File: src/core/prtrx_pkg.sv
/*
 * constants shared by both ends of the printer parallel byte link:
 * link timing, cycle counts, switch bit positions and buffer sizes.
 * assumes a single 200 MHz controller clock on each end.
 */
package prtrx_pkg;

	// ----------------------------------------------------------------
	// clock and link timing
	// ----------------------------------------------------------------
	localparam int unsigned CLK_PERIOD_NS = 5;
	localparam int unsigned STROBE_MIN_NS = 500;
	localparam int unsigned ACK_PULSE_NS = 5000;
	localparam int unsigned INIT_MIN_NS = 50000;
	localparam int unsigned DATA_SETUP_NS = 500;
	localparam int unsigned MAX_CPS = 1000;
	localparam int unsigned NS_PER_S = 1000000000;

	// "more than" a least time: round up, then one cycle extra
	localparam int unsigned STROBE_CYC =
		(STROBE_MIN_NS + CLK_PERIOD_NS - 1) / CLK_PERIOD_NS + 1;
	localparam int unsigned ACK_CYC = ACK_PULSE_NS / CLK_PERIOD_NS;
	localparam int unsigned INIT_CYC =
		(INIT_MIN_NS + CLK_PERIOD_NS - 1) / CLK_PERIOD_NS + 1;
	localparam int unsigned SETUP_CYC =
		(DATA_SETUP_NS + CLK_PERIOD_NS - 1) / CLK_PERIOD_NS;
	localparam int unsigned BYTE_CYC =
		(NS_PER_S / MAX_CPS + CLK_PERIOD_NS - 1) / CLK_PERIOD_NS;

	// ----------------------------------------------------------------
	// switch bit positions (bit set means switch on)
	// ----------------------------------------------------------------
	localparam int unsigned SW1_CR_PRINT = 1;
	localparam int unsigned SW1_FULL_PRINT = 2;
	localparam int unsigned SW1_CAN_OFF = 3;
	localparam int unsigned SW1_DEL_OFF = 4;
	localparam int unsigned SW1_BUZZ = 5;
	localparam int unsigned SW1_SEL_FIX = 7;
	localparam int unsigned SW2_FORM12 = 0;
	localparam int unsigned SW2_SPACE8 = 1;
	localparam int unsigned SW2_AUTO_FIX = 2;
	localparam int unsigned SW2_PERF = 3;

	// ----------------------------------------------------------------
	// sizes and reset values
	// ----------------------------------------------------------------
	localparam int unsigned DATA_W = 8;
	localparam int unsigned FIFO_DEPTH = 32;
	localparam int unsigned CNT_W = 18;
	localparam int unsigned SYNC_W = 25;
	localparam logic [SYNC_W-1:0] SYNC_RST = 25'h1ffffff;

endpackage

File: src/core/prtrx_if.sv
/*
 * pin bundle between the host adapter end and the printer end.
 * assumes all pins are one-way; levels follow the link, not logic.
 */
`timescale 1ns/100ps
interface prtrx_if;
	logic strobe_n;
	logic [7:0] data;
	logic ack_n;
	logic busy;
	logic paper_out;
	logic selected_status;
	logic error_n;
	logic auto_feed_n;
	logic init_n;
	logic select_input_n;

	modport device (
		input strobe_n, data, auto_feed_n, init_n, select_input_n,
		output ack_n, busy, paper_out, selected_status, error_n
	);
	modport host (
		output strobe_n, data, auto_feed_n, init_n, select_input_n,
		input ack_n, busy, paper_out, selected_status, error_n
	);
endinterface

File: src/core/prtrx_fifo.sv
/*
 * synchronous fifo with valid/ready on both sides and a clear.
 * assumes one clock; clock enable low freezes everything except reset.
 */
`timescale 1ns/100ps
module prtrx_fifo #(
	parameter int WIDTH = 8,
	parameter int DEPTH = 32
) (
	input wire logic clk_i,
	input wire logic rst_i,
	input wire logic ce_i,
	input wire logic clr_i,
	input wire logic in_valid_i,
	output logic in_ready_o,
	input wire logic [WIDTH-1:0] in_data_i,
	output logic out_valid_o,
	input wire logic out_ready_i,
	output logic [WIDTH-1:0] out_data_o
);
	localparam int AW = $clog2(DEPTH);

	logic [WIDTH-1:0] mem [DEPTH];
	logic [AW-1:0] wr_r;
	logic [AW-1:0] rd_r;
	logic [AW:0] cnt_r;
	wire do_wr = in_valid_i & in_ready_o;
	wire do_rd = out_valid_o & out_ready_i;

	// honest flags straight from the fill count
	assign in_ready_o = (cnt_r != (AW+1)'(DEPTH));
	assign out_valid_o = (cnt_r != '0);
	assign out_data_o = mem[rd_r];

	// storage; no reset needed, guarded by count
	always_ff @(posedge clk_i)
	begin
		if (ce_i && do_wr)
			mem[wr_r] <= in_data_i;
	end

	// pointers and fill count
	always_ff @(posedge clk_i)
	begin
		if (rst_i || (ce_i && clr_i))
		begin
			wr_r <= '0;
			rd_r <= '0;
			cnt_r <= '0;
		end
		else if (ce_i)
		begin
			if (do_wr)
				wr_r <= (wr_r == AW'(DEPTH-1)) ? '0 : wr_r + 1'b1;
			if (do_rd)
				rd_r <= (rd_r == AW'(DEPTH-1)) ? '0 : rd_r + 1'b1;
			cnt_r <= cnt_r + (AW+1)'(do_wr) - (AW+1)'(do_rd);
		end
	end
endmodule

File: src/core/prtrx_dev.sv
/*
 * printer end of the parallel byte link: takes strobed bytes into a
 * buffer, answers with acknowledge, reports busy, paper, select and
 * error, and decodes the configuration switches.
 * assumes host pins and switches are asynchronous; engine status
 * inputs and the byte drain side run on CLK_I.
 */
`timescale 1ns/100ps
module prtrx_dev #(
	parameter int DEPTH = prtrx_pkg::FIFO_DEPTH
) (
	input wire logic CLK_I,
	input wire logic SYS_RST_I,
	input wire logic CE_I,
	prtrx_if.device PAR_IF,
	input wire logic [7:0] SW1_I,
	input wire logic [3:0] SW2_I,
	input wire logic GFX_MODEL_I,
	input wire logic PAPER_EMPTY_I,
	input wire logic ONLINE_I,
	input wire logic FAULT_I,
	input wire logic PRINTING_I,
	output logic [7:0] BYTE_DATA_O,
	output logic BYTE_VALID_O,
	input wire logic BYTE_READY_I,
	output logic CLEAR_O,
	output logic CR_LF_O,
	output logic FULL_LF_O,
	output logic CANCEL_EN_O,
	output logic DELETE_EN_O,
	output logic BUZZER_EN_O,
	output logic AUTO_LF_O,
	output logic FORM_12IN_O,
	output logic SPACE_8LPI_O,
	output logic PERF_SKIP_O
);
	typedef enum logic [1:0] {
		DS_IDLE, DS_TAKE, DS_ACK, DS_REL
	} prtrx_dstate_type;

	// ----------------------------------------------------------------
	// two-stage synchroniser for every asynchronous input
	// ----------------------------------------------------------------
	logic [prtrx_pkg::SYNC_W-1:0] meta_r;
	logic [prtrx_pkg::SYNC_W-1:0] sync_r;
	wire [prtrx_pkg::SYNC_W-1:0] pin_raw = {
		PAR_IF.strobe_n, PAR_IF.data, PAR_IF.auto_feed_n,
		PAR_IF.init_n, PAR_IF.select_input_n, SW1_I, SW2_I,
		GFX_MODEL_I};

	// only sync_r is read; meta_r feeds nothing else
	always_ff @(posedge CLK_I)
	begin
		if (SYS_RST_I)
		begin
			meta_r <= prtrx_pkg::SYNC_RST;
			sync_r <= prtrx_pkg::SYNC_RST;
		end
		else if (CE_I)
		begin
			meta_r <= pin_raw;
			sync_r <= meta_r;
		end
	end

	// unpack the synchronised bundle
	wire strobe_s = sync_r[24];
	wire [7:0] data_s = sync_r[23:16];
	wire auto_s = sync_r[15];
	wire init_s = sync_r[14];
	wire selin_s = sync_r[13];
	wire [7:0] sw1_s = sync_r[12:5];
	wire [3:0] sw2_s = sync_r[4:1];
	wire gfx_s = sync_r[0];

	// ----------------------------------------------------------------
	// conditions
	// ----------------------------------------------------------------
	logic strobe_d_r;
	prtrx_dstate_type state_r;
	prtrx_dstate_type state_nxt;
	logic [9:0] ack_cnt_r;
	logic [7:0] byte_r;
	logic fifo_ready;
	logic fifo_valid;

	// init low resets the controller and empties the buffer
	wire init_hit = ~init_s;
	// select forced low by switch, else taken from the pin
	wire sel_low = sw1_s[prtrx_pkg::SW1_SEL_FIX] | ~selin_s;
	wire selected = ONLINE_I & sel_low;
	wire err_cond = PAPER_EMPTY_I | ~ONLINE_I | FAULT_I;
	// a full buffer also refuses, so bytes are never dropped
	wire block = PRINTING_I | err_cond | ~fifo_ready | ~sel_low;
	wire strobe_fall = strobe_d_r & ~strobe_s;
	wire ack_done = (ack_cnt_r == '0);
	wire take_push = (state_r == DS_TAKE);

	// ----------------------------------------------------------------
	// byte entry state machine
	// ----------------------------------------------------------------
	always_comb
	begin
		state_nxt = state_r;
		case (state_r)
			DS_IDLE:
				if (strobe_fall && !block)
					state_nxt = DS_TAKE;
			DS_TAKE:
				if (fifo_ready)
					state_nxt = DS_ACK;
			DS_ACK:
				if (ack_done)
					state_nxt = DS_REL;
			DS_REL:
				if (strobe_s)
					state_nxt = DS_IDLE;
			default:
				state_nxt = DS_IDLE;
		endcase
		if (init_hit)
			state_nxt = DS_IDLE;
	end

	// state, strobe history, captured byte and ack timer
	always_ff @(posedge CLK_I)
	begin
		if (SYS_RST_I)
		begin
			state_r <= DS_IDLE;
			strobe_d_r <= 1'b1;
			byte_r <= '0;
			ack_cnt_r <= '0;
		end
		else if (CE_I)
		begin
			state_r <= state_nxt;
			strobe_d_r <= strobe_s;
			if (state_r == DS_IDLE && state_nxt == DS_TAKE)
				byte_r <= data_s;
			if (state_nxt == DS_ACK && state_r != DS_ACK)
				ack_cnt_r <= 10'(prtrx_pkg::ACK_CYC - 1);
			else if (!ack_done)
				ack_cnt_r <= ack_cnt_r - 1'b1;
		end
	end

	// ----------------------------------------------------------------
	// byte buffer toward the print engine
	// ----------------------------------------------------------------
	prtrx_fifo #(
		.WIDTH(prtrx_pkg::DATA_W),
		.DEPTH(DEPTH)
	) prtrx_fifo_i (
		.clk_i(CLK_I),
		.rst_i(SYS_RST_I),
		.ce_i(CE_I),
		.clr_i(init_hit),
		.in_valid_i(take_push),
		.in_ready_o(fifo_ready),
		.in_data_i(byte_r),
		.out_valid_o(fifo_valid),
		.out_ready_i(BYTE_READY_I),
		.out_data_o(BYTE_DATA_O)
	);
	assign BYTE_VALID_O = fifo_valid;

	// ----------------------------------------------------------------
	// link status pins, all from flip-flops
	// ----------------------------------------------------------------
	logic ack_n_r;
	logic busy_r;
	logic pout_r;
	logic selected_status_r;
	logic err_n_r;
	logic clear_r;

	// busy follows the next state so it rises at the strobe fall
	always_ff @(posedge CLK_I)
	begin
		if (SYS_RST_I)
		begin
			ack_n_r <= 1'b1;
			busy_r <= 1'b1;
			pout_r <= 1'b0;
			selected_status_r <= 1'b0;
			err_n_r <= 1'b0;
			clear_r <= 1'b0;
		end
		else if (CE_I)
		begin
			ack_n_r <= ~(state_nxt == DS_ACK);
			busy_r <= (state_nxt != DS_IDLE) | block;
			pout_r <= PAPER_EMPTY_I;
			selected_status_r <= selected;
			err_n_r <= ~err_cond;
			clear_r <= init_hit;
		end
	end
	assign PAR_IF.ack_n = ack_n_r;
	assign PAR_IF.busy = busy_r;
	assign PAR_IF.paper_out = pout_r;
	assign PAR_IF.selected_status = selected_status_r;
	assign PAR_IF.error_n = err_n_r;
	assign CLEAR_O = clear_r;

	// ----------------------------------------------------------------
	// configuration outputs from the switches
	// ----------------------------------------------------------------
	logic [8:0] cfg_r;
	wire [8:0] cfg_nxt = {
		~sw1_s[prtrx_pkg::SW1_CR_PRINT],
		~sw1_s[prtrx_pkg::SW1_FULL_PRINT],
		~sw1_s[prtrx_pkg::SW1_CAN_OFF],
		~sw1_s[prtrx_pkg::SW1_DEL_OFF],
		sw1_s[prtrx_pkg::SW1_BUZZ],
		sw2_s[prtrx_pkg::SW2_AUTO_FIX] | ~auto_s,
		gfx_s & sw2_s[prtrx_pkg::SW2_FORM12],
		gfx_s & sw2_s[prtrx_pkg::SW2_SPACE8],
		gfx_s & sw2_s[prtrx_pkg::SW2_PERF]};

	// registered so every output changes on a clock edge; switch bounces are not filtered
	always_ff @(posedge CLK_I)
	begin
		if (SYS_RST_I)
			cfg_r <= '0;
		else if (CE_I)
			cfg_r <= cfg_nxt;
	end
	assign {CR_LF_O, FULL_LF_O, CANCEL_EN_O, DELETE_EN_O, BUZZER_EN_O,
		AUTO_LF_O, FORM_12IN_O, SPACE_8LPI_O, PERF_SKIP_O} = cfg_r;
endmodule

File: src/flat_wrapper.sv
// flat-port wrapper written by rule: the top's interface ports become plain ports
module prtrx_dev_flat 
#(
	parameter int DEPTH = prtrx_pkg::FIFO_DEPTH
)
  (CLK_I, SYS_RST_I, CE_I, SW1_I, SW2_I, GFX_MODEL_I, PAPER_EMPTY_I, ONLINE_I, FAULT_I, PRINTING_I, BYTE_DATA_O, BYTE_VALID_O, BYTE_READY_I, CLEAR_O, CR_LF_O, FULL_LF_O, CANCEL_EN_O, DELETE_EN_O, BUZZER_EN_O, AUTO_LF_O, FORM_12IN_O, SPACE_8LPI_O, PERF_SKIP_O, PAR_IF_strobe_n, PAR_IF_data, PAR_IF_auto_feed_n, PAR_IF_init_n, PAR_IF_select_input_n, PAR_IF_ack_n, PAR_IF_busy, PAR_IF_paper_out, PAR_IF_selected_status, PAR_IF_error_n);
  prtrx_if PAR_IF_i ();
  input wire logic CLK_I;
  input wire logic SYS_RST_I;
  input wire logic CE_I;
  input wire logic [7:0] SW1_I;
  input wire logic [3:0] SW2_I;
  input wire logic GFX_MODEL_I;
  input wire logic PAPER_EMPTY_I;
  input wire logic ONLINE_I;
  input wire logic FAULT_I;
  input wire logic PRINTING_I;
  output logic [7:0] BYTE_DATA_O;
  output logic BYTE_VALID_O;
  input wire logic BYTE_READY_I;
  output logic CLEAR_O;
  output logic CR_LF_O;
  output logic FULL_LF_O;
  output logic CANCEL_EN_O;
  output logic DELETE_EN_O;
  output logic BUZZER_EN_O;
  output logic AUTO_LF_O;
  output logic FORM_12IN_O;
  output logic SPACE_8LPI_O;
  output logic PERF_SKIP_O;
  input wire logic [$bits(PAR_IF_i.strobe_n)-1:0] PAR_IF_strobe_n;
  input wire logic [$bits(PAR_IF_i.data)-1:0] PAR_IF_data;
  input wire logic [$bits(PAR_IF_i.auto_feed_n)-1:0] PAR_IF_auto_feed_n;
  input wire logic [$bits(PAR_IF_i.init_n)-1:0] PAR_IF_init_n;
  input wire logic [$bits(PAR_IF_i.select_input_n)-1:0] PAR_IF_select_input_n;
  output wire logic [$bits(PAR_IF_i.ack_n)-1:0] PAR_IF_ack_n;
  output wire logic [$bits(PAR_IF_i.busy)-1:0] PAR_IF_busy;
  output wire logic [$bits(PAR_IF_i.paper_out)-1:0] PAR_IF_paper_out;
  output wire logic [$bits(PAR_IF_i.selected_status)-1:0] PAR_IF_selected_status;
  output wire logic [$bits(PAR_IF_i.error_n)-1:0] PAR_IF_error_n;
  assign PAR_IF_i.strobe_n = PAR_IF_strobe_n;
  assign PAR_IF_i.data = PAR_IF_data;
  assign PAR_IF_i.auto_feed_n = PAR_IF_auto_feed_n;
  assign PAR_IF_i.init_n = PAR_IF_init_n;
  assign PAR_IF_i.select_input_n = PAR_IF_select_input_n;
  assign PAR_IF_ack_n = PAR_IF_i.ack_n;
  assign PAR_IF_busy = PAR_IF_i.busy;
  assign PAR_IF_paper_out = PAR_IF_i.paper_out;
  assign PAR_IF_selected_status = PAR_IF_i.selected_status;
  assign PAR_IF_error_n = PAR_IF_i.error_n;
  prtrx_dev #(.DEPTH(DEPTH)) u_core (.CLK_I(CLK_I), .SYS_RST_I(SYS_RST_I), .CE_I(CE_I), .PAR_IF(PAR_IF_i), .SW1_I(SW1_I), .SW2_I(SW2_I), .GFX_MODEL_I(GFX_MODEL_I), .PAPER_EMPTY_I(PAPER_EMPTY_I), .ONLINE_I(ONLINE_I), .FAULT_I(FAULT_I), .PRINTING_I(PRINTING_I), .BYTE_DATA_O(BYTE_DATA_O), .BYTE_VALID_O(BYTE_VALID_O), .BYTE_READY_I(BYTE_READY_I), .CLEAR_O(CLEAR_O), .CR_LF_O(CR_LF_O), .FULL_LF_O(FULL_LF_O), .CANCEL_EN_O(CANCEL_EN_O), .DELETE_EN_O(DELETE_EN_O), .BUZZER_EN_O(BUZZER_EN_O), .AUTO_LF_O(AUTO_LF_O), .FORM_12IN_O(FORM_12IN_O), .SPACE_8LPI_O(SPACE_8LPI_O), .PERF_SKIP_O(PERF_SKIP_O));
endmodule
File: config.mk
export PLATFORM = sky130hd
export DESIGN_NAME = prtrx_dev_flat
export DESIGN_NICKNAME = d
export VERILOG_FILES = /design/src/core/prtrx_pkg.sv /design/src/core/prtrx_if.sv /design/src/core/prtrx_fifo.sv /design/src/core/prtrx_dev.sv /design/src/flat_wrapper.sv
export SDC_FILE = /design/constraint.sdc
export NUM_CORES = 1
export LEC_CHECK = 0
export ABC_AREA = 1
export ABC_CLOCK_PERIOD_IN_PS = 2490
export BUFFER_PORTS_ARGS = -buffer_cell sky130_fd_sc_hd__buf_4
export CORE_MARGIN = 1
export CORE_UTILIZATION = 46
export CTS_CLUSTER_DIAMETER = 60
export CTS_CLUSTER_SIZE = 8
export DETAILED_ROUTE_END_ITERATION = 7
export PLACE_DENSITY = 0.62
export SLEW_MARGIN = 30
export SYNTH_ARGS = -nofsm -noshare
export SYNTH_HDL_FRONTEND = slang
export SYNTH_SLANG_ARGS = --single-unit
File: constraint.sdc
create_clock -name CLK_I -period 2.49 [get_ports CLK_I]
set_clock_uncertainty 0.05 [all_clocks]
set_input_delay 0.498 -clock CLK_I [delete_from_list [all_inputs] [get_ports CLK_I]]
set_output_delay 0.498 -clock CLK_I [all_outputs]
set_load 0.05 [all_outputs]
# Word-level counts from Yosys, hierarchy flattened
# Memory sizes are Yosys's and may differ from the RTL's. A register that Yosys moved wholly into a read port is not among the register bits.
# Cells that the tools add are included.
classes:
  muxes: 14
  n_eq_ne: 10
  n_shift: 0
  n_addsub: 5
  div: 0
  mul: 0
  n_bitwise: 28
  magnitude_cmp: 0
  n_reduce_logical: 15
ops:
  columns: ["operator", "count"]
  rows:
  - ["$mux 10", 2]
  - ["$mux 5", 4]
  - ["$not 1->1", 13]
  - ["$add 5x1->5 const B", 2]
  - ["$eq 5x5->1 const B", 2]
  - ["$logic_not 10->1", 1]
  - ["$mux 2", 5]
  - ["$sub 10x1->10 const B", 1]
  - ["$or 1x1->1", 8]
  - ["$pmux 2 s4", 1]
  - ["$reduce_and 2->1", 4]
  - ["$and 1x1->1", 7]
  - ["$add 6x1->6", 1]
  - ["$eq 2x2->1 const B", 3]
  - ["$ne 6x6->1 const B", 1]
  - ["$reduce_bool 6->1", 1]
  - ["$sub 6x1->6", 1]
  - ["$logic_and 1x1->1", 5]
  - ["$eq 2x1->1 const B", 2]
  - ["$ne 2x2->1 const B", 2]
  - ["$logic_not 2->1", 1]
  - ["$mux 1", 2]
  - ["$reduce_bool 2->1", 1]
  - ["$logic_not 1->1", 1]
  - ["$logic_or 1x1->1", 1]
totals:
  romBits: 0
  latchBits: 0
  elab_cells: 89
  ram_bits: 256
  reg_bits: 102
  in_bits: 33
  memories: 1
memory_table:
  columns: ["memory", "depth", "width", "read_ports", "rd_ports_with_merged_regs", "write_ports", "line", "text"]
  rows:
  - ["u_core.prtrx_fifo_i.mem", 32, 8, 1, 1, 1, "prtrx_fifo.sv:23", "logic [WIDTH-1:0] mem [DEPTH];"]

# Longest topological paths before layout
# Gate-level depths: netlist of the first run.
logic_depth:
  word_depth: 15
  mapped_depth: 16

# Modules after synthesis
# Synthesis of the first run repeated with hierarchy kept, for this count alone.
hier_totals:
  hier_cells: 1497
  area_unflattened_um2: 14985.6
modules_own_cells:
  columns: ["module", "instances", "seq_area_each_um2", "cells_per_inst", "area_each_um2"]
  rows:
  - ["prtrx_fifo", 1, 8107.8, 1062, 11751.3]
  - ["prtrx_dev", 1, 1641.6, 435, 3234.4]

# Worst setup path before layout of the first run
# OpenSTA, ideal clock, no wires.
synth_timing:
  path_kind: "flip-flop to flip-flop"
  startpoint: "register u_core.prtrx_fifo_i.cnt_r[3]"
  endpoint: "register u_core.prtrx_fifo_i.cnt_r[4]"
  stages_incl_launch_ff: 15
  arrival_ns: 2.718
  period_less_slack_ns: 2.883
  setup_ns: 0.115
  path_slack_ns: -0.393
  required_ns: 2.325
  path_cell_list: "dfxtp_1 -> inv_1 -> ha_1 -> nand4_1 -> nand2_1 -> inv_1 -> ha_1 -> inv_1 -> ha_1 -> fa_1 -> a21oi_1 -> o21ba_2 -> xor2_1 -> o21ai_0 -> inv_1"
synth_between:
  word_cells_on_any_way: 6
  cone_classes: "add/sub (2); eq/ne (1); bitwise (2); reduce/logical (1)"
synth_rtl:
  columns: ["element", "line", "text"]
  rows:
  - ["start: declaration", "prtrx_fifo.sv:26", "logic [AW:0] cnt_r;"]
  - ["start signal: assignment", "prtrx_fifo.sv:57", "cnt_r <= cnt_r + (AW+1)'(do_wr) - (AW+1)'(do_rd);"]
  - ["$reduce_bool 6->1", "prtrx_fifo.sv:32", "assign out_valid_o = (cnt_r != '0);"]
  - ["net BYTE_VALID_O", "flat_wrapper.sv:19", "output logic BYTE_VALID_O;"]
  - ["$and 1x1->1", "prtrx_fifo.sv:28", "wire do_rd = out_valid_o & out_ready_i;"]
  - ["$sub 6x1->6", "prtrx_fifo.sv:57", null]
# The timed path passes the listed nets, and every way through them passes these cells.
# A chain may end at the register's enable or synchronous reset.

==> results of run 1 <==
power by group:
group          switching [mW]  internal (mW)  total (mW)
registers               0.115           6.55        6.67
clock network            2.33           3.81        6.14
logic                    1.31          0.818        2.13
worst register-to-register path, stage by stage (launching register included):
cell	delay (ps)
dfxtp_1	360
inv_2	70
ha_4	160
nand4_1	110
nand2_1	110
ha_1	290
inv_1	40
ha_2	170
fa_2	360
a21oi_2	130
o21ba_2	140
xor2_1	160
o21ai_1	80
inv_1	60
cells by family after synthesis:
| group | after synthesis |
|---|---|
| AO/OA/AOI/OAI | 298 |
| XOR/XNOR | 11 |
| adder cells (fa/ha/maj) | 18 |
| buffers and inverters | 136 |
| flip-flops | 359 |
| AND/OR/NAND/NOR | 484 |
metrics by stage:
stage               setup slack [ps]  cell area (um^2)
finish                          -315             17500
detailed placement              21.9             15700
global placement                15.6             15700
CTS                             -337             17400
floorplan                       -222             14400
global route                    -388             17500
state kept, by name, summed over array words and instances, names as in the netlist, 5 cells and up, named ones only:
name / flops
u_core.ack_cnt_r: 10
u_core.byte_r: 8
u_core.meta_r: 23
u_core.prtrx_fifo_i.wr_r: 5
u_core.prtrx_fifo_i.rd_r: 5
u_core.cfg_r: 9
u_core.prtrx_fifo_i.cnt_r: 6
u_core.prtrx_fifo_i.mem: 256
u_core.sync_r: 23
final cells by class:
| type | instances | area (um^2) | area share |
|---|---|---|---|
| Timing Repair Buffer | 138 | 1420 | 0.0810 |
| Multi-Input combinational cell | 811 | 4220 | 0.241 |
| Inverter | 56 | 229 | 0.0131 |
| Clock inverter | 3 | 45.0 | 0.00257 |
| Sequential cell | 359 | 9760 | 0.557 |
| Tap cell | 396 | 495 | 0.0283 |
| Clock buffer | 74 | 1360 | 0.0777 |
metal layers:
metal  part of all wire  vias up
met4              0.024        0
met5                  0        -
met2               0.47      339
met1               0.44     4800
met3              0.064       60
li1                   -     4886
cells in the final DEF (no fill, tap or decap), types with 2 or more instances in the layout:
master     count
clkbuf_16     54
nand2_1      150
o21ai_2        5
inv_2         13
ha_1          14
dfxtp_2        2
buf_4        103
nand3_1       79
xnor2_1        3
buf_16         4
dfxtp_1       99
nor2_1       210
dfxtp_4        2
o221ai_2       3
o22ai_1       13
buf_12        13
clkbuf_1      23
buf_6         11
a21oi_2        9
nor2_4         3
a31oi_1        6
nand2_2        8
nor3_1        10
a31oi_2        2
edfxtp_1     256
nand4_1       11
ha_4           2
o221ai_1      49
a21oi_1       42
nor2_2         6
xor2_1         8
buf_8          3
inv_6          2
inv_1         39
nor3b_1        2
nand3_2        2
o21ai_0      147
o21ai_1       19
what timing repair did:
action | CTS | global route
gates cloned | 5 | 3
pin swaps | 4 | 11
resized for setup | 46 | 36
setup buffers | 4 | 1
endpoints found under the setup margin | 8 | 10
worst max-delay path by stage:
stage / end / slack, ps / cells after the start
after floorplan: u_core.prtrx_fifo_i.cnt_r[4] / -220 / 14
after global placement: BYTE_DATA_O[6] / 20 / 8
after detailed placement: BYTE_DATA_O[6] / 20 / 8
after CTS: BYTE_DATA_O[2] / -340 / 10
after global routing: BYTE_DATA_O[6] / -390 / 9
final: BYTE_DATA_O[6] / -310 / 8
==> flow_summary.toml, run 1 <==
[grt]
grtUsageMet3 = 0.0354
globalRouteTotalUtil = 0.220
via_count_of_the_first_global_routing_pass = 9693
most_used_routing_layer = "met2"
grt_max_degree = 73
globalRoute.totalOverflow = 0
use_met2 = 0.364
use_met1 = 0.295
grt_antenna_before_repair = 0
global_route_wire_length_before_repair_mm = 53.4

[timing]
finalMaxSlewViolations = 0
finalSetupViolCount = 8
fin_setup_tns_ps = -2260
tightest_slew_ps = 702
rsz0062_at_grt = "yes"
post_route_worst_hold_slack_ps = 114
finalHoldViolations = 0
worst_setup_margin_ps = -315
layout_worst_path_cycle_share = 1.13
relSlewSlack = 0.532
max_clock_freq_mhz = 357
final.min_clock_period_ps = 2800

[pwr]
cellPowerDensity_nw_per_um2 = 852
total_leakage_power_nw = 6.48
max-vdd-ir-drop_v = 0.000545
power_mw = 14.9

[synthesis]
synth.largest_area_cell = "edfxtp_1"
post_synth_num_cell_types = 36
syn_area_um2 = 14400
share_of_synthesized_cell_area_in_and_or_nand_and_nor_gates = 0.140
number_of_synthesized_flops_with_an_enable_pin = 256
synthTopCellsByArea = "edfxtp_1 53%, dfxtp_1 14%, o21ai_0 5.8%"
synth_fa_ha_area_frac = 0.0162
ys_seq_area_frac = 0.678
ys.flop_type = "edfxtp_1"
synthesis.yosys.warnings = 0
post_synth_xor_xnor_area = 0.00670
synthCells = 1306
synth-async-reset-ratio = 0
synth.avg_cell_area_um2 = 11.0
synth_top_cell_area_share = 0.535
multiplexer_area_fraction_after_synthesis = 0
post-synth-top-count-cell = "edfxtp_1"
ys_top_cells_by_count = "256 x edfxtp_1, 217 x nor2_1, 167 x o21ai_0, 154 x nand2_1, 103 x dfxtp_1"
synth_top_family_by_area = "simple AND/OR/NAND/NOR gates"
mappedNetlistNets = 1357
synth_compound_area_frac = 0.120
ys_ff_latch = 359

[detailed_routing]
wl_per_cell_um = 18.7
via_per_instance_ratio = 5.49
detail_route.first_pass.iterations = 7
first_iter_violations = 897
final_antenna_net_count = 0
vias = 10100
route.detailed.drc = 0
drt-total-wl_mm = 34.3

[clock_network]
worst_setup_hold_path_clk_slew_ps = 50
clock_sinks = 359
cts.htree.levels = 2
clockBufferDepth = 3
clock-root-buffer = "clkbuf_16"
ctsHoldBuffers = 0
worst_skew_pair.late_latency_ps = 540
tritoncts.num_buffers = 51
cts_tree = "yes"

[die]
floorplan.die.width_um = 179
floorplan.die_area_um2 = 32000
core_area_um2 = 30700
io_pins = 57
floorplan.initialDensity = 0.469
die_height_um = 179
floorplan.rows = 64

[finish]
final_core_utilization = 0.572
number_of_inserted_diodes = 0
share_of_final_layout_standard_cells_stronger_than_drive_strength_1 = 0.178
finish.cell_count_without_fillers = 1837
nFillCells = 2528
area.growth.synth_to_final_pct = 22.0
nets = 1468

[worst_hold_path]
worst_hold_path.num_cells = 3
hold_path.class = "in -> reg"
source_of_the_worst_hold_timing_path = "SW2_I[1]"
hold-path-endpoint = "u_core.meta_r[2]"

[critical_path]
rr_startpoint = "u_core.prtrx_fifo_i.cnt_r[3]"
cp_slowest_cell = "dfxtp_4"
r2r-end = "u_core.prtrx_fifo_i.cnt_r[4]"
critical_path_buf_inv_count = 2
delay_heaviest_family_cp = "compound AO/OA/AOI/OAI gates"
cp_cell_sequence = "buf_12 > o21ai_0 > o221ai_1 > nand3_1 > o21ai_2 > nor2_2 > a21oi_2 > buf_6"
worst_r2r_path_depth = 13
worstSetupPathType = "reg -> out"
cp-start-kind = "flip-flop"
critical_path.endpoint_type = "output pin"
reg2reg_slack_ps = 150
critPathMaxStageDelay_ps = 440
maximum_fanout_along_the_worst_path = 25
crit_required_ps = 1940
cp_data_arrival_time_ps = 2260

[placed_design]
placedCellCount = 1748
place_hpwl_mm = 19.7
place_congestion = 0.773
numPortBuffers = 54

[outcome]
violations = "setup timing"
run_status = "finished with violations"

[flow_run]
cap_violations = 0
No activity file was read; power rests on OpenSTA's default activity.
==> run 2, diff against run 1 <==
--- a/config.mk
+++ b/config.mk
@@ -9,11 +9,11 @@
 export ABC_CLOCK_PERIOD_IN_PS = 2490
 export BUFFER_PORTS_ARGS = -buffer_cell sky130_fd_sc_hd__buf_4
 export CORE_MARGIN = 1
-export CORE_UTILIZATION = 46
+export CORE_UTILIZATION = 55
 export CTS_CLUSTER_DIAMETER = 60
 export CTS_CLUSTER_SIZE = 8
 export DETAILED_ROUTE_END_ITERATION = 7
-export PLACE_DENSITY = 0.62
+export PLACE_DENSITY = 0.72
 export SLEW_MARGIN = 30
 export SYNTH_ARGS = -nofsm -noshare
 export SYNTH_HDL_FRONTEND = slang
==> flow_summary.toml, run 2 (same netlist as run 1, synthesis figures left out) <==
[outcome]
run_status = "finished with violations"
violations = "setup timing"

[clock_network]
ctsHoldBuffers = 0
clockBufferDepth = 3
worst_skew_pair.late_latency_ps = 540
clock_sinks = 359
worst_setup_hold_path_clk_slew_ps = 50
clock-root-buffer = "clkbuf_16"
cts.htree.levels = 2
cts_tree = "yes"
tritoncts.num_buffers = 50

[worst_hold_path]
worst_hold_path.num_cells = 3
source_of_the_worst_hold_timing_path = "PAR_IF_data[1]"
hold-path-endpoint = "u_core.meta_r[17]"
hold_path.class = "in -> reg"

[critical_path]
critPathMaxStageDelay_ps = 470
crit_required_ps = 1940
rr_startpoint = "u_core.prtrx_fifo_i.cnt_r[4]"
cp_cell_sequence = "clkinv_8 > buf_12 > buf_16 > o21ai_1 > o221ai_2 > a31oi_2 > a21oi_2 > buf_6"
worst_r2r_path_depth = 14
critical_path_buf_inv_count = 4
reg2reg_slack_ps = 140
r2r-end = "u_core.prtrx_fifo_i.cnt_r[4]"
maximum_fanout_along_the_worst_path = 8
worstSetupPathType = "reg -> out"
critical_path.endpoint_type = "output pin"
cp-start-kind = "flip-flop"
cp_slowest_cell = "dfxtp_4"
delay_heaviest_family_cp = "compound AO/OA/AOI/OAI gates"
cp_data_arrival_time_ps = 2310

[finish]
share_of_final_layout_standard_cells_stronger_than_drive_strength_1 = 0.196
nFillCells = 1803
max_flop_register = "u_core.prtrx_fifo_i.mem"
area.growth.synth_to_final_pct = 21.9
finalInstanceArea_um2 = 17500
finish.cell_count_without_fillers = 1767
largest_registers = "u_core.prtrx_fifo_i.mem (256), u_core.meta_r (23), u_core.sync_r (23)"
nets = 1463
max_ffs_per_register = 256
mostFrequentLayoutCell = "edfxtp_1"
multiInputGateArea_um2 = 4360
number_of_inserted_diodes = 0
layout_common_cells = "256 x edfxtp_1, 201 x nor2_1, 146 x nand2_1"
regArea_um2 = 9760

[die]
floorplan.die.width_um = 164
floorplan.die_area_um2 = 26800
io_pins = 57
die_height_um = 164
floorplan.initialDensity = 0.566
floorplan.rows = 58
core_area_um2 = 25400

[placed_design]
place_congestion = 0.816
postPlaceCellArea_um2 = 15500
placedCellCount = 1676
place_hpwl_mm = 18.9
numPortBuffers = 54

[detailed_routing]
drt-total-wl_mm = 33.9
first_iter_violations = 1112
vias = 10300
route.detailed.drc = 0
wl_per_cell_um = 19.2
final_antenna_net_count = 0
detail_route.first_pass.iterations = 6
via_per_instance_ratio = 5.82

[grt]
grt_antenna_before_repair = 0
grt_max_degree = 73
global_route_wire_length_before_repair_mm = 52.4
via_count_of_the_first_global_routing_pass = 9857
globalRoute.totalOverflow = 0
globalRouteTotalUtil = 0.254

[timing]
finalSetupViolCount = 8
relSlewSlack = 0.551
final.min_clock_period_ps = 2860
tightest_slew_ps = 673
worst_setup_margin_ps = -369
layout_worst_path_cycle_share = 1.15
finalMaxSlewViolations = 0
rsz0062_at_grt = "yes"
finalHoldViolations = 0
max_clock_freq_mhz = 350

[flow_run]
cap_violations = 0

[pwr]
cellPowerDensity_nw_per_um2 = 846
max-vdd-ir-drop_v = 0.000562
total_leakage_power_nw = 6.47
## run 2: per-stage QoR
stage / worst slack (ps) / hold WS, ps / power [mW] / setup TNS, ps / utilization
floorplan: -222 / 360 / 8.07 / -370 / -
global placement: 172 / 377 / 8.55 / 0 / 0.611
detailed placement: 127 / 372 / 8.61 / 0 / 0.611
CTS: -339 / 96.1 / 14.8 / -2610 / 0.682
global route: -439 / 108 / 15.3 / -3230 / 0.690
finish: -369 / 111 / 14.8 / -2690 / 0.690
## run 2: layer usage
layer | global-route usage | wire (um) | part of all wire | vias to the layer above
met1 | 0.328 | 13700 | 0.41 | 4893
met4 | 0.0909 | 808 | 0.024 | 0
met3 | 0.0551 | 2600 | 0.077 | 64
met2 | 0.422 | 16700 | 0.49 | 456
li1 | - | - | - | 4874
met5 | 0 | 0 | 0 | -
## run 2: worst max path at each step
| stage | endpoint | cells past startpoint |
|---|---|---|
| global placement | u_core.prtrx_fifo_i.mem[6][1] | 8 |
| detailed placement | u_core.prtrx_fifo_i.mem[14][2] | 8 |
| floorplan | u_core.prtrx_fifo_i.cnt_r[4] | 14 |
| global route | BYTE_DATA_O[4] | 9 |
| finish | BYTE_DATA_O[7] | 8 |
| CTS | BYTE_DATA_O[0] | 8 |
## run 2: timing repair
item                                    in CTS  in global routing
hold endpoints to repair                     0                  0
resized for setup                           58                 66
gates cloned                                 7                  3
buffers inserted                             4                  0
endpoints found under the setup margin       8                 75
pin swaps                                   19                 33
## run 2: cell type report
cell class	count	area share
clock buffer	74	0.0765
clock inverter	3	0.00193
inverter	56	0.0127
multi-input combinational	811	0.249
sequential	359	0.557
tap	330	0.0236
timing repair buffer	134	0.0800
## run 2: worst reg2reg max path: cells and delay by family (launching register included)
family / cells / cell delay [ps]
fa+ha+maj: 4 / 930
compound gates: 3 / 390
xor+xnor: 1 / 60
simple gates: 2 / 280
flops: 1 / 310
buf+inv: 4 / 240
## run 2: report_power, final
group,switching (mW),leakage (nW),internal [mW],total (mW)
clock network,2.31,0.660,3.66,5.97
logic,1.35,2.64,0.834,2.18
registers,0.119,3.17,6.55,6.67
